==> src/pkg/gim_pkg.sv <==
// Purpose: Constants and carrier types for the port interrupt and mode-select block.
// Assumes: AXI4-Lite register access with 32-bit data, one aligned word per register.
// Notes:   Offsets are byte addresses within the port's register window.
package gim_pkg;

  localparam int          PIN_COUNT         = 8;
  localparam int          ADDR_WIDTH        = 12;

  // Register byte offsets.
  localparam logic [11:0] OFS_DIRECTION     = 12'h400;
  localparam logic [11:0] OFS_SENSE_SELECT  = 12'h404;
  localparam logic [11:0] OFS_DUAL_EDGE     = 12'h408;
  localparam logic [11:0] OFS_POLARITY      = 12'h40C;
  localparam logic [11:0] OFS_MASK          = 12'h410;
  localparam logic [11:0] OFS_RAW_STATE     = 12'h414;
  localparam logic [11:0] OFS_MASKED_STATE  = 12'h418;
  localparam logic [11:0] OFS_CLEAR         = 12'h41C;
  localparam logic [11:0] OFS_ALT_FUNCTION  = 12'h420;

  // Reset values.
  localparam logic [7:0]  RST_ZERO          = 8'h00;
  localparam logic [7:0]  RST_ALT_PORT_B    = 8'h80;
  localparam logic [7:0]  RST_ALT_PORT_C    = 8'h0F;
  localparam logic [7:0]  RST_ALT_OTHER     = 8'h00;

  // Converter trigger pin position on port B.
  localparam int          TRIGGER_PIN       = 4;

  // Bus responses.
  localparam logic [1:0]  RESP_OKAY         = 2'h0;
  localparam logic [1:0]  RESP_SLVERR       = 2'h2;

  // Port identity selects the alternate-function reset default.
  typedef enum logic [1:0]
  {
    PORT_OTHER,
    PORT_B,
    PORT_C
  } gim_port_type;

  // Per-pin configuration carried together.
  typedef struct packed
  {
    logic [7:0] sense_select;
    logic [7:0] dual_edge_bits;
    logic [7:0] polarity_bits;
    logic [7:0] mask_enable_bits;
  } gim_cfg_type;

  // Write-side state of the register bus.
  typedef enum logic [1:0]
  {
    WR_IDLE,
    WR_RESP
  } gim_wr_state_type;

endpackage : gim_pkg

==> src/gim_port.sv <==
// Purpose: Pin interrupt detection, mode selection and converter trigger for an 8-pin port.
// Assumes: Pin inputs are synchronous to MCLK_IN; one clock, asynchronous active-high reset.
// Notes:   Registers are reached over AXI4-Lite; the raw state and masked state are read-only.
// Operation
// Sense-select 1 detects level, 0 detects edge.
// Dual-edge setting acts on edge-sensed pins only.
// Dual-edge 1 on edge pin: both transitions interrupt, polarity ignored.
// Dual-edge 0: detect the single edge or level polarity selects.
// Polarity 1 means rising or high; 0 means falling or low.
// Mask-enable 1 lets the pin drive its own and the combined interrupt.
// Mask-enable 0 blocks interrupts; raw state still recorded.
// Raw state bits 7:0 show each met trigger condition regardless of masking.
// Masked state is raw state AND mask-enable.
// Writing 1 to clear register clears the edge latch; 0 does nothing; stateless.
// Reset zeroes dual-edge, polarity, mask and raw state; clear reads zero.
// Alternate-function 1 hands pin to peripheral; 0 keeps software control.
// Alternate-function resets to 0x80 port B, 0x0F port C, else 0x00.
// Any reset restores default direction and function of all pins.
// After reset non-debug pins are inputs with alternate-function zero.
// Unmasked port B pin 4 interrupt pulses the converter trigger.
// Bits 31:8 read indeterminate; software writes them back unchanged.
// Combined interrupt is high while any masked state bit is one.
// Level-sensed raw state follows the level; clearing cannot hold it off.
//
// Added by the designer: register access over AXI4-Lite.
`timescale 1ns/100ps
`default_nettype none

module gim_port
  import gim_pkg::*;
#(
  parameter gim_port_type PORT_ID = PORT_OTHER
)
(
  // Clock and reset.
  input  wire logic                  MCLK_IN,
  input  wire logic                  RESET_IN,
  // AXI4-Lite write address and data.
  input  wire logic [ADDR_WIDTH-1:0] S_AXI_AWADDR_IN,
  input  wire logic                  S_AXI_AWVALID_IN,
  output logic                       S_AXI_AWREADY_OUT,
  input  wire logic [31:0]           S_AXI_WDATA_IN,
  input  wire logic [3:0]            S_AXI_WSTRB_IN,
  input  wire logic                  S_AXI_WVALID_IN,
  output logic                       S_AXI_WREADY_OUT,
  // AXI4-Lite write response.
  output logic [1:0]                 S_AXI_BRESP_OUT,
  output logic                       S_AXI_BVALID_OUT,
  input  wire logic                  S_AXI_BREADY_IN,
  // AXI4-Lite read.
  input  wire logic [ADDR_WIDTH-1:0] S_AXI_ARADDR_IN,
  input  wire logic                  S_AXI_ARVALID_IN,
  output logic                       S_AXI_ARREADY_OUT,
  output logic [31:0]                S_AXI_RDATA_OUT,
  output logic [1:0]                 S_AXI_RRESP_OUT,
  output logic                       S_AXI_RVALID_OUT,
  input  wire logic                  S_AXI_RREADY_IN,
  // Port pins.
  input  wire logic [7:0]            PIN_IN,
  // Pin control toward the pads and peripheral muxes.
  output logic [7:0]                 DIRECTION_OUT,
  output logic [7:0]                 ALT_FUNCTION_OUT,
  // Interrupts and converter trigger.
  output logic [7:0]                 PIN_IRQ_OUT,
  output logic                       COMBINED_PORT_IRQ_OUT,
  output logic                       CONVERTER_TRIGGER_OUT
);

  ////////////////////////////////////////////////////////////////////////////////
  // Functions.

  // The alternate-function default depends on which port this instance is.
  function automatic logic [7:0] alt_reset_value(input gim_port_type port_id);
    case (port_id)
      PORT_B:  alt_reset_value = RST_ALT_PORT_B;
      PORT_C:  alt_reset_value = RST_ALT_PORT_C;
      default: alt_reset_value = RST_ALT_OTHER;
    endcase
  endfunction : alt_reset_value

  // Byte-lane merge; only the low lane holds state.
  function automatic logic [7:0] lane_merge(input logic [7:0] old_value,
                                            input logic [31:0] wdata,
                                            input logic [3:0] wstrb);
    lane_merge = wstrb[0] ? wdata[7:0] : old_value;
  endfunction : lane_merge

  localparam logic [7:0] ALT_RESET = alt_reset_value(PORT_ID);

  ////////////////////////////////////////////////////////////////////////////////
  // Declarations.

  gim_cfg_type      cfg_q;
  logic [7:0]       direction_q;
  logic [7:0]       alt_function_q;
  logic [7:0]       edge_latch_q;
  logic [7:0]       pin_prev_q;
  logic [7:0]       raw_state_bits;
  logic [7:0]       masked_state_bits;
  logic [7:0]       edge_event;
  logic [7:0]       level_hit;
  logic [7:0]       edge_latch_clear_bits;
  logic             trigger_prev_q;
  logic             trigger_q;

  gim_wr_state_type wr_state_q;
  logic             aw_held_q;
  logic             w_held_q;
  logic [11:0]      awaddr_q;
  logic [31:0]      wdata_q;
  logic [3:0]       wstrb_q;
  logic             wr_fire;
  logic             wr_known;
  logic [1:0]       bresp_q;
  logic             bvalid_q;
  logic             rvalid_q;
  logic [31:0]      rdata_q;
  logic [1:0]       rresp_q;
  logic [7:0]       rd_byte;
  logic             rd_known;

  ////////////////////////////////////////////////////////////////////////////////
  // Write channel: address and data are taken in either order.

  assign S_AXI_AWREADY_OUT = (wr_state_q == WR_IDLE) && !aw_held_q;
  assign S_AXI_WREADY_OUT  = (wr_state_q == WR_IDLE) && !w_held_q;
  assign wr_fire           = (wr_state_q == WR_IDLE) && aw_held_q && w_held_q;

  always_ff @(posedge MCLK_IN or posedge RESET_IN)
  begin
    if (RESET_IN)
    begin
      aw_held_q <= 1'b0;
      w_held_q  <= 1'b0;
      awaddr_q  <= 12'h000;
      wdata_q   <= 32'h0000_0000;
      wstrb_q   <= 4'h0;
    end
    else
    begin
      if (S_AXI_AWVALID_IN && S_AXI_AWREADY_OUT)
      begin
        aw_held_q <= 1'b1;
        awaddr_q  <= S_AXI_AWADDR_IN;
      end
      else if (wr_fire)
      begin
        aw_held_q <= 1'b0;
      end
      if (S_AXI_WVALID_IN && S_AXI_WREADY_OUT)
      begin
        w_held_q <= 1'b1;
        wdata_q  <= S_AXI_WDATA_IN;
        wstrb_q  <= S_AXI_WSTRB_IN;
      end
      else if (wr_fire)
      begin
        w_held_q <= 1'b0;
      end
    end
  end

  always_comb
  begin
    case ({awaddr_q[11:2], 2'b00})
      OFS_DIRECTION, OFS_SENSE_SELECT, OFS_DUAL_EDGE, OFS_POLARITY, OFS_MASK,
      OFS_RAW_STATE, OFS_MASKED_STATE, OFS_CLEAR, OFS_ALT_FUNCTION:
        wr_known = 1'b1;
      default:
        wr_known = 1'b0;
    endcase
  end

  always_ff @(posedge MCLK_IN or posedge RESET_IN)
  begin
    if (RESET_IN)
    begin
      wr_state_q <= WR_IDLE;
      bvalid_q   <= 1'b0;
      bresp_q    <= RESP_OKAY;
    end
    else
    begin
      case (wr_state_q)
        WR_IDLE:
        begin
          if (wr_fire)
          begin
            wr_state_q <= WR_RESP;
            bvalid_q   <= 1'b1;
            bresp_q    <= wr_known ? RESP_OKAY : RESP_SLVERR;
          end
        end
        WR_RESP:
        begin
          if (S_AXI_BREADY_IN)
          begin
            wr_state_q <= WR_IDLE;
            bvalid_q   <= 1'b0;
          end
        end
        default:
        begin
          wr_state_q <= WR_IDLE;
          bvalid_q   <= 1'b0;
        end
      endcase
    end
  end

  assign S_AXI_BVALID_OUT = bvalid_q;
  assign S_AXI_BRESP_OUT  = bresp_q;

  ////////////////////////////////////////////////////////////////////////////////
  // Configuration registers.

  always_ff @(posedge MCLK_IN or posedge RESET_IN)
  begin
    if (RESET_IN)
    begin
      cfg_q          <= '{RST_ZERO, RST_ZERO, RST_ZERO, RST_ZERO};
      direction_q    <= RST_ZERO;
      alt_function_q <= ALT_RESET;                                 // see R13
    end
    else if (wr_fire)
    begin
      case ({awaddr_q[11:2], 2'b00})
        OFS_DIRECTION:    direction_q <= lane_merge(direction_q, wdata_q, wstrb_q);
        OFS_SENSE_SELECT:
          cfg_q.sense_select <= lane_merge(cfg_q.sense_select, wdata_q, wstrb_q);
        OFS_DUAL_EDGE:
          cfg_q.dual_edge_bits <= lane_merge(cfg_q.dual_edge_bits, wdata_q, wstrb_q);
        OFS_POLARITY:
          cfg_q.polarity_bits <= lane_merge(cfg_q.polarity_bits, wdata_q, wstrb_q);
        OFS_MASK:
          cfg_q.mask_enable_bits <= lane_merge(cfg_q.mask_enable_bits, wdata_q, wstrb_q);
        OFS_ALT_FUNCTION:
          alt_function_q <= lane_merge(alt_function_q, wdata_q, wstrb_q);
        default:
        begin
        end
      endcase
    end
  end

  assign DIRECTION_OUT    = direction_q;
  assign ALT_FUNCTION_OUT = alt_function_q;

  ////////////////////////////////////////////////////////////////////////////////
  // Interrupt detection.

  // The clear register holds no state; a write is a one-cycle pulse per pin.
  assign edge_latch_clear_bits = (wr_fire && wstrb_q[0] && ({awaddr_q[11:2], 2'b00} == OFS_CLEAR))
                                 ? wdata_q[7:0] : 8'h00;

  always_ff @(posedge MCLK_IN or posedge RESET_IN)
  begin
    if (RESET_IN)
    begin
      pin_prev_q <= RST_ZERO;
    end
    else
    begin
      pin_prev_q <= PIN_IN;
    end
  end

  // Both edges when dual-edge is set, else the one that polarity picks.
  assign edge_event = cfg_q.dual_edge_bits & (PIN_IN ^ pin_prev_q)
                    | ~cfg_q.dual_edge_bits & cfg_q.polarity_bits & PIN_IN & ~pin_prev_q
                    | ~cfg_q.dual_edge_bits & ~cfg_q.polarity_bits & ~PIN_IN & pin_prev_q;

  assign level_hit = ~(PIN_IN ^ cfg_q.polarity_bits);

  // A new edge in the clearing cycle wins, so no event is lost.
  always_ff @(posedge MCLK_IN or posedge RESET_IN)
  begin
    if (RESET_IN)
    begin
      edge_latch_q <= RST_ZERO;
    end
    else
    begin
      edge_latch_q <= (edge_latch_q & ~edge_latch_clear_bits) | (edge_event & ~cfg_q.sense_select);

    end
  end

  // Level pins bypass the latch, so a clear cannot hold them off.
  assign raw_state_bits    = (cfg_q.sense_select & level_hit)
                           | (~cfg_q.sense_select & edge_latch_q);
  assign masked_state_bits = raw_state_bits & cfg_q.mask_enable_bits;

  assign PIN_IRQ_OUT           = masked_state_bits;
  assign COMBINED_PORT_IRQ_OUT = |masked_state_bits;

  ////////////////////////////////////////////////////////////////////////////////
  // Converter trigger, port B instance only: one-cycle pulse on each rise of pin 4's unmasked interrupt.

  always_ff @(posedge MCLK_IN or posedge RESET_IN)
  begin
    if (RESET_IN)
    begin
      trigger_prev_q <= 1'b0;
      trigger_q      <= 1'b0;
    end
    else
    begin
      trigger_prev_q <= masked_state_bits[TRIGGER_PIN];
      trigger_q      <= (PORT_ID == PORT_B) && masked_state_bits[TRIGGER_PIN] && !trigger_prev_q;

    end
  end

  assign CONVERTER_TRIGGER_OUT = trigger_q;

  ////////////////////////////////////////////////////////////////////////////////
  // Read channel. Upper bits read as zero, one choice of the indeterminate value.

  always_comb
  begin
    rd_known = 1'b1;
    case ({S_AXI_ARADDR_IN[11:2], 2'b00})
      OFS_DIRECTION:    rd_byte = direction_q;
      OFS_SENSE_SELECT: rd_byte = cfg_q.sense_select;
      OFS_DUAL_EDGE:    rd_byte = cfg_q.dual_edge_bits;
      OFS_POLARITY:     rd_byte = cfg_q.polarity_bits;
      OFS_MASK:         rd_byte = cfg_q.mask_enable_bits;
      OFS_RAW_STATE:    rd_byte = raw_state_bits;
      OFS_MASKED_STATE: rd_byte = masked_state_bits;
      OFS_CLEAR:        rd_byte = RST_ZERO;
      OFS_ALT_FUNCTION: rd_byte = alt_function_q;
      default:
      begin
        rd_byte  = RST_ZERO;
        rd_known = 1'b0;
      end
    endcase
  end

  assign S_AXI_ARREADY_OUT = !rvalid_q;

  always_ff @(posedge MCLK_IN or posedge RESET_IN)
  begin
    if (RESET_IN)
    begin
      rvalid_q <= 1'b0;
      rdata_q  <= 32'h0000_0000;
      rresp_q  <= RESP_OKAY;
    end
    else if (S_AXI_ARVALID_IN && !rvalid_q)
    begin
      rvalid_q <= 1'b1;
      rdata_q  <= {24'h00_0000, rd_byte};
      rresp_q  <= rd_known ? RESP_OKAY : RESP_SLVERR;
    end
    else if (rvalid_q && S_AXI_RREADY_IN)
    begin
      rvalid_q <= 1'b0;
    end
  end

  assign S_AXI_RVALID_OUT = rvalid_q;
  assign S_AXI_RDATA_OUT  = rdata_q;
  assign S_AXI_RRESP_OUT  = rresp_q;

endmodule : gim_port

`default_nettype wire

==> config.mk <==
export PLATFORM = sky130hd
export DESIGN_NAME = gim_port
export DESIGN_NICKNAME = d
export VERILOG_FILES = /design/src/pkg/gim_pkg.sv /design/src/gim_port.sv
export SDC_FILE = /design/constraint.sdc
export NUM_CORES = 1
export LEC_CHECK = 0
export ABC_AREA = 0
export BUFFER_PORTS_ARGS = -buffer_cell sky130_fd_sc_hd__buf_4
export CORE_MARGIN = 2
export CORE_UTILIZATION = 30
export CTS_BUF_LIST = sky130_fd_sc_hd__clkbuf_4 sky130_fd_sc_hd__clkbuf_8
export CTS_CLUSTER_DIAMETER = 50
export DETAILED_ROUTE_END_ITERATION = 7
export HOLD_SLACK_MARGIN = 0.05
export SLEW_MARGIN = 20
export SYNTH_ARGS = -nofsm -noshare
export SYNTH_HDL_FRONTEND = slang
export SYNTH_SLANG_ARGS = --single-unit
==> constraint.sdc <==
create_clock -name MCLK_IN -period 3.64 [get_ports MCLK_IN]
set_input_delay 0.728 -clock MCLK_IN [delete_from_list [all_inputs] [get_ports MCLK_IN]]
set_output_delay 0.728 -clock MCLK_IN [all_outputs]
set_load 0.02 [all_outputs]
Word level (Yosys, flattened, before mapping) --
Index checks and enable logic that the tools add are counted.
Storage, ports and cells: flip-flop bits (word level) 103, output and inout bits 67, word-level logic and storage cells 110
Cells by class: equal/unequal tests 21, mux-type cells 17, bitwise logic cells 25, reductions and logical operators 28
Operators by type and width (count):
- $eq 10x9->1 const B | 18
- $and 8x8->8 | 12
- $pmux 8 s8 | 1
- $not 8->8 | 7
- $or 8x8->8 | 4
- $reduce_and 3->1 | 6
- $reduce_or 9->1 | 2
- $xor 8x8->8 | 2
- $logic_and 1x1->1 | 10
- $mux 1 | 9
- $mux 2 | 4
- $mux 8 | 1
- $reduce_or 8->1 | 1
- $reduce_bool 2->1 | 3
- $ne 2x2->1 const B | 2
- $pmux 2 s2 | 1
- $reduce_and 2->1 | 2
- $logic_not 1->1 | 3
- $eq 2x1->1 const B | 1
- $logic_not 2->1 | 1
- $pmux 1 s2 | 1

Logic depth before layout (Yosys ltp) --
depth in word-level cells 9, gate-level depth with buffers 7, mapped depth without buffers 5

Least setup slack after synthesis --
No wires, ideal clock.
path kind input to output, start point in PIN_IN[2], end point out COMBINED_PORT_IRQ_OUT, arrival 1633 ps, data required time 2912 ps, path slack 1279 ps, cell stages on the path 5, path buffers 0, cell sequence xnor2_1 > a21oi_1 > nor2b_1 > nor4_1 > nand2_1
Between the ends: word-level cells in the longest chain between the ends 6
RTL lines:
- start, declared | line gim_port.sv:59 | input wire logic [7:0] PIN_IN,
- $xor 8x8->8 | line gim_port.sv:273 | assign level_hit = ~(PIN_IN ^ cfg_q.polarity_bits);
- $not 8->8 | line gim_port.sv:273
- $and 8x8->8 | line gim_port.sv:290 | assign raw_state_bits = (cfg_q.sense_select & level_hit)
- $or 8x8->8 | line gim_port.sv:291 | | (~cfg_q.sense_select & edge_latch_q);
- $and 8x8->8 | line gim_port.sv:292 | assign masked_state_bits = raw_state_bits & cfg_q.mask_enable_bits;
- via PIN_IRQ_OUT[2] | line gim_port.sv:64 | output logic [7:0] PIN_IRQ_OUT,
- $reduce_or 8->1 | line gim_port.sv:295 | assign COMBINED_PORT_IRQ_OUT = |masked_state_bits;
- end, declared | line gim_port.sv:65 | output logic COMBINED_PORT_IRQ_OUT,
The timed path passes the listed nets, and every way through them passes these cells.

Final worst setup path --
start point in PIN_IN[3], end point out COMBINED_PORT_IRQ_OUT
Between the ends: word-level cells in the longest chain between the ends 6
RTL lines (line):
- $xor 8x8->8 | gim_port.sv:273
- $not 8->8 | gim_port.sv:273
- $and 8x8->8 | gim_port.sv:290
- $or 8x8->8 | gim_port.sv:291
- $and 8x8->8 | gim_port.sv:292
- $reduce_or 8->1 | gim_port.sv:295
Every way passes these cells.

==> reports/results.txt <==
Setup violations remaining at the end of the flow were counted as 0. For the critical path data required time, the log shows 2910 ps. Counting flops with an async set or reset pin after synthesis yields a share of 100%. In the synthesized netlist, the cells that appear most often are 97 x sky130_fd_sc_hd__dfrtp_1, 51 x sky130_fd_sc_hd__mux2_2, 32 x sky130_fd_sc_hd__nand2_1, 28 x sky130_fd_sc_hd__a21oi_1, 27 x sky130_fd_sc_hd__buf_4. The cell area after layout is 5860 µm². TritonCTS built the clock tree. Number of antenna repair diodes: 0. The routed wire length per instance is 16.7 µm. Launching element type of the critical path: an input pin. Prior to clock tree synthesis, the placed netlist has a worst setup slack of 778 ps. The first global-routing pass estimated 19300 µm of wire. Detailed routing inserted a total of 3451 vias.

During placement, the flow inserted port buffers numbering 83. The clock passes through at most 2 buffers. The tools report the total standard cell area after synthesis as 4850 µm². For the area inside the core boundary, the log shows 15800 µm². The CTS buffer count was 9. In this run the horizontal extent of the chip is 131 µm. Synthesized area divided by synthesized cell count: 11.6 µm². The insertion delay to the later sink of the worst-skew pair came out at 380 ps.

The run finished with clean final reports. Post-layout net count: 580. For the post-synthesis instance total, the log shows 418.

STA classifies the critical path endpoint as an output port. After clock tree synthesis, the clock-pin slew on the worst setup and hold paths is 100 ps. The final weighted congestion in routability-driven placement came out at 0.829.

The synthesized design contains 0 enable-type register cells. For the number of hold-slack violations in the final timing report, the log shows 0. For the final max-slew violation count, the log shows 0. The number of violations of the max-capacitance limit was 0. Summing all placed instances gives a cell area of 5630 µm². The power per standard cell area is 483 nW/µm², and the leakage power is 2.66 nW. CTS built an H-tree with a depth of 3.

After clock tree synthesis, the repair step resized 0 gates. For the pin count of the biggest net entering global routing, the log shows 60. Of all cell types, the one taking the most synthesized area is sky130_fd_sc_hd__dfrtp_1. The total overflow reported by the global router was 0; the initial core utilization was 30.6%. In this run, synthesis produced a sequential element count of 97. During synthesis, Yosys emitted a total of 0 warnings. Headroom to the max-slew limit came out at 34.9%. The shortest period the worst path allows works out to 2810 ps.

The tools report the clock tree skew after final layout as 10.4 ps. In the synthesized netlist the dominant register cell turns out to be sky130_fd_sc_hd__dfrtp_1. The run gives 3463 as the via count of the first global-routing pass. The min-delay analysis places its worst path in the category in -> async.

Among all cell types in the netlist, the one instantiated most often is sky130_fd_sc_hd__dfrtp_1. The final HPWL from detailed placement is 8850 µm, and the overall die height is 131 µm. For this run, the detailed router's first-pass iteration total came to 5.

For the pin with the worst max-slew slack, the measured transition is 969 ps. The portion of the clock cycle consumed by the worst path in the final layout is 77.1%. Global routing used 14.4% of the available tracks. VDD sags by at most 329 µV. The floorplan step defined a die boundary enclosing 17200 µm². The floorplan has 46 rows.

The post-synthesis to final-layout area growth was 20.7%; the worst path arrival time was 2080 ps. The total DRC errors in the routed layout was 0; the highest clock frequency the design can meet was 356 MHz. For this design, the sink count on the clock tree is 97. The post-route netlist has 34.3% of its cells at a drive strength greater than 1. In the post-synthesis netlist, the biggest area contributors are sky130_fd_sc_hd__dfrtp_1 50%, sky130_fd_sc_hd__mux2_2 12%, sky130_fd_sc_hd__buf_4 4.2%, sky130_fd_sc_hd__a21oi_1 2.9%, sky130_fd_sc_hd__mux4_2 2.8%. Number of I/O pins: 142.

Setup repair after global routing left no endpoint under its margin. Summed over all failing endpoints, the final setup total negative slack is 0 ps. For the count of buffers added by post-CTS timing repair for setup, the log shows 0.

The synthesized design devotes to its leading area cell type 50.0% of total area. Once routing completed, OpenROAD measured the worst setup slack at 832 ps. The biggest fanout along the worst timing path is 4. The critical path in this run is classified as in -> out. The detailed-route wire length is 12100 µm.

The first routing iteration left 164 violations. The number of antenna violations at the first check in global routing came out at 0. For the sequential share of the synthesized area, the log shows 50.0%. The cell sitting at the root of the clock tree is a sky130_fd_sc_hd__clkbuf_8.

The run gives 45 as the number of distinct standard cells referenced by the synthesized netlist. In the routed layout, each cell is associated on average with a via count of 4.75. The worst-case reg-to-reg path depth was 4; the overall power after layout was 2.83 mW. The count of hold buffers inserted by post-cts repair came out at 0. The count of nets left with antenna violations once routing finished came out at 0.
[cell usage in the layout (no fill, tap or decap), drive strengths merged, types with 5 or more instances in the layout]
cell type,count
a21oi,28
a22o,6
a22oi,6
a2bb2oi,5
buf,87
clkbuf,10
conb,27
dfrtp,97
inv,15
mux2,59
mux2i,9
mux4,6
nand2,32
nor2,16
nor2b,13
nor3,8
nor4,7
o21ai,24
o2bb2ai,7
o31ai,5
xnor2,9
[power by group]
group / total (mW) / leakage [nW] / internal (mW) / switching (mW)
Combinational: 0.590 / 1.32 / 0.285 / 0.305
Clock: 0.799 / 0.105 / 0.406 / 0.393
Sequential: 1.44 / 1.24 / 1.23 / 0.205
[path summary, 6_finish.rpt]
path	slack, ps	endpoint	start
worst max-delay path	830	COMBINED_PORT_IRQ_OUT	PIN_IN[3]
worst min-delay path	450	pin_prev_q[2]$_DFF_PP0_	RESET_IN
worst max register to register	1100	cfg_q[14]$_DFFE_PP0P_	awaddr_q[11]$_DFFE_PP0P_
worst min register to register	490	edge_latch_q[7]$_DFF_PP0_	edge_latch_q[7]$_DFF_PP0_
max in group asynchronous	2400	cfg_q[6]$_DFFE_PP0P_	RESET_IN
min in group MCLK_IN	470	pin_prev_q[2]$_DFF_PP0_	PIN_IN[2]
[sequential cells by signal (all words and copies together), names as in the netlist]
| signal | cells |
|---|---|
| S_AXI_RDATA_OUT | 8 |
| ALT_FUNCTION_OUT | 8 |
| S_AXI_BRESP_OUT | 1 |
| pin_prev_q | 8 |
| aw_held_q | 1 |
| DIRECTION_OUT | 8 |
| cfg_q | 32 |
| awaddr_q | 10 |
| S_AXI_RVALID_OUT | 1 |
| S_AXI_RRESP_OUT | 1 |
| wdata_q | 8 |
| w_held_q | 1 |
| edge_latch_q | 8 |
| wr_state_q | 1 |
| wstrb_q | 1 |
[through the flow]
step                      utilization (%)  hold slack (ps)  instances
final                                37.0              449        726
after global routing                 37.0              445        726
after CTS                            37.0              449        726
after detailed placement             35.5              465        710
after global placement               35.5              460        710
after floorplan                         -              449        444
[worst max-delay path: stages]
cell,delay [ps]
sky130_fd_sc_hd__buf_4,130
sky130_fd_sc_hd__xnor2_1,120
sky130_fd_sc_hd__mux2i_1,240
sky130_fd_sc_hd__nor2b_1,110
sky130_fd_sc_hd__nor4_1,480
sky130_fd_sc_hd__nand2_1,90
sky130_fd_sc_hd__buf_4,180
[logic make-up after synthesis]
logic type / share of synthesized area (%)
other: 0.0773
buffers and inverters: 6.27
AND/OR/NAND/NOR: 10.8
AO/OA/AOI/OAI: 12.1
flip-flops: 50.0
XOR/XNOR: 1.81
multiplexers: 19.0
[metal layers]
| layer | vias up | GRT usage [%] | routed length [µm] |
|---|---|---|---|
| li1 | 1621 | - | - |
| met1 | 1701 | 20.2 | 5840 |
| met2 | 115 | 21.9 | 5410 |
| met3 | 14 | 3.55 | 666 |
| met4 | 0 | 4.65 | 167 |
| met5 | - | 0 | 0 |
[cell type report]
type	instances	area [µm²]
inverters	15	58.8
clock buffers	10	138
well taps	216	270
repair buffers	87	653
flip-flops and latches	97	2430
clock inverters	6	91.3
fillers	1583	9970
multi-input cells	295	2220
Power figures use the tool's default switching activity.
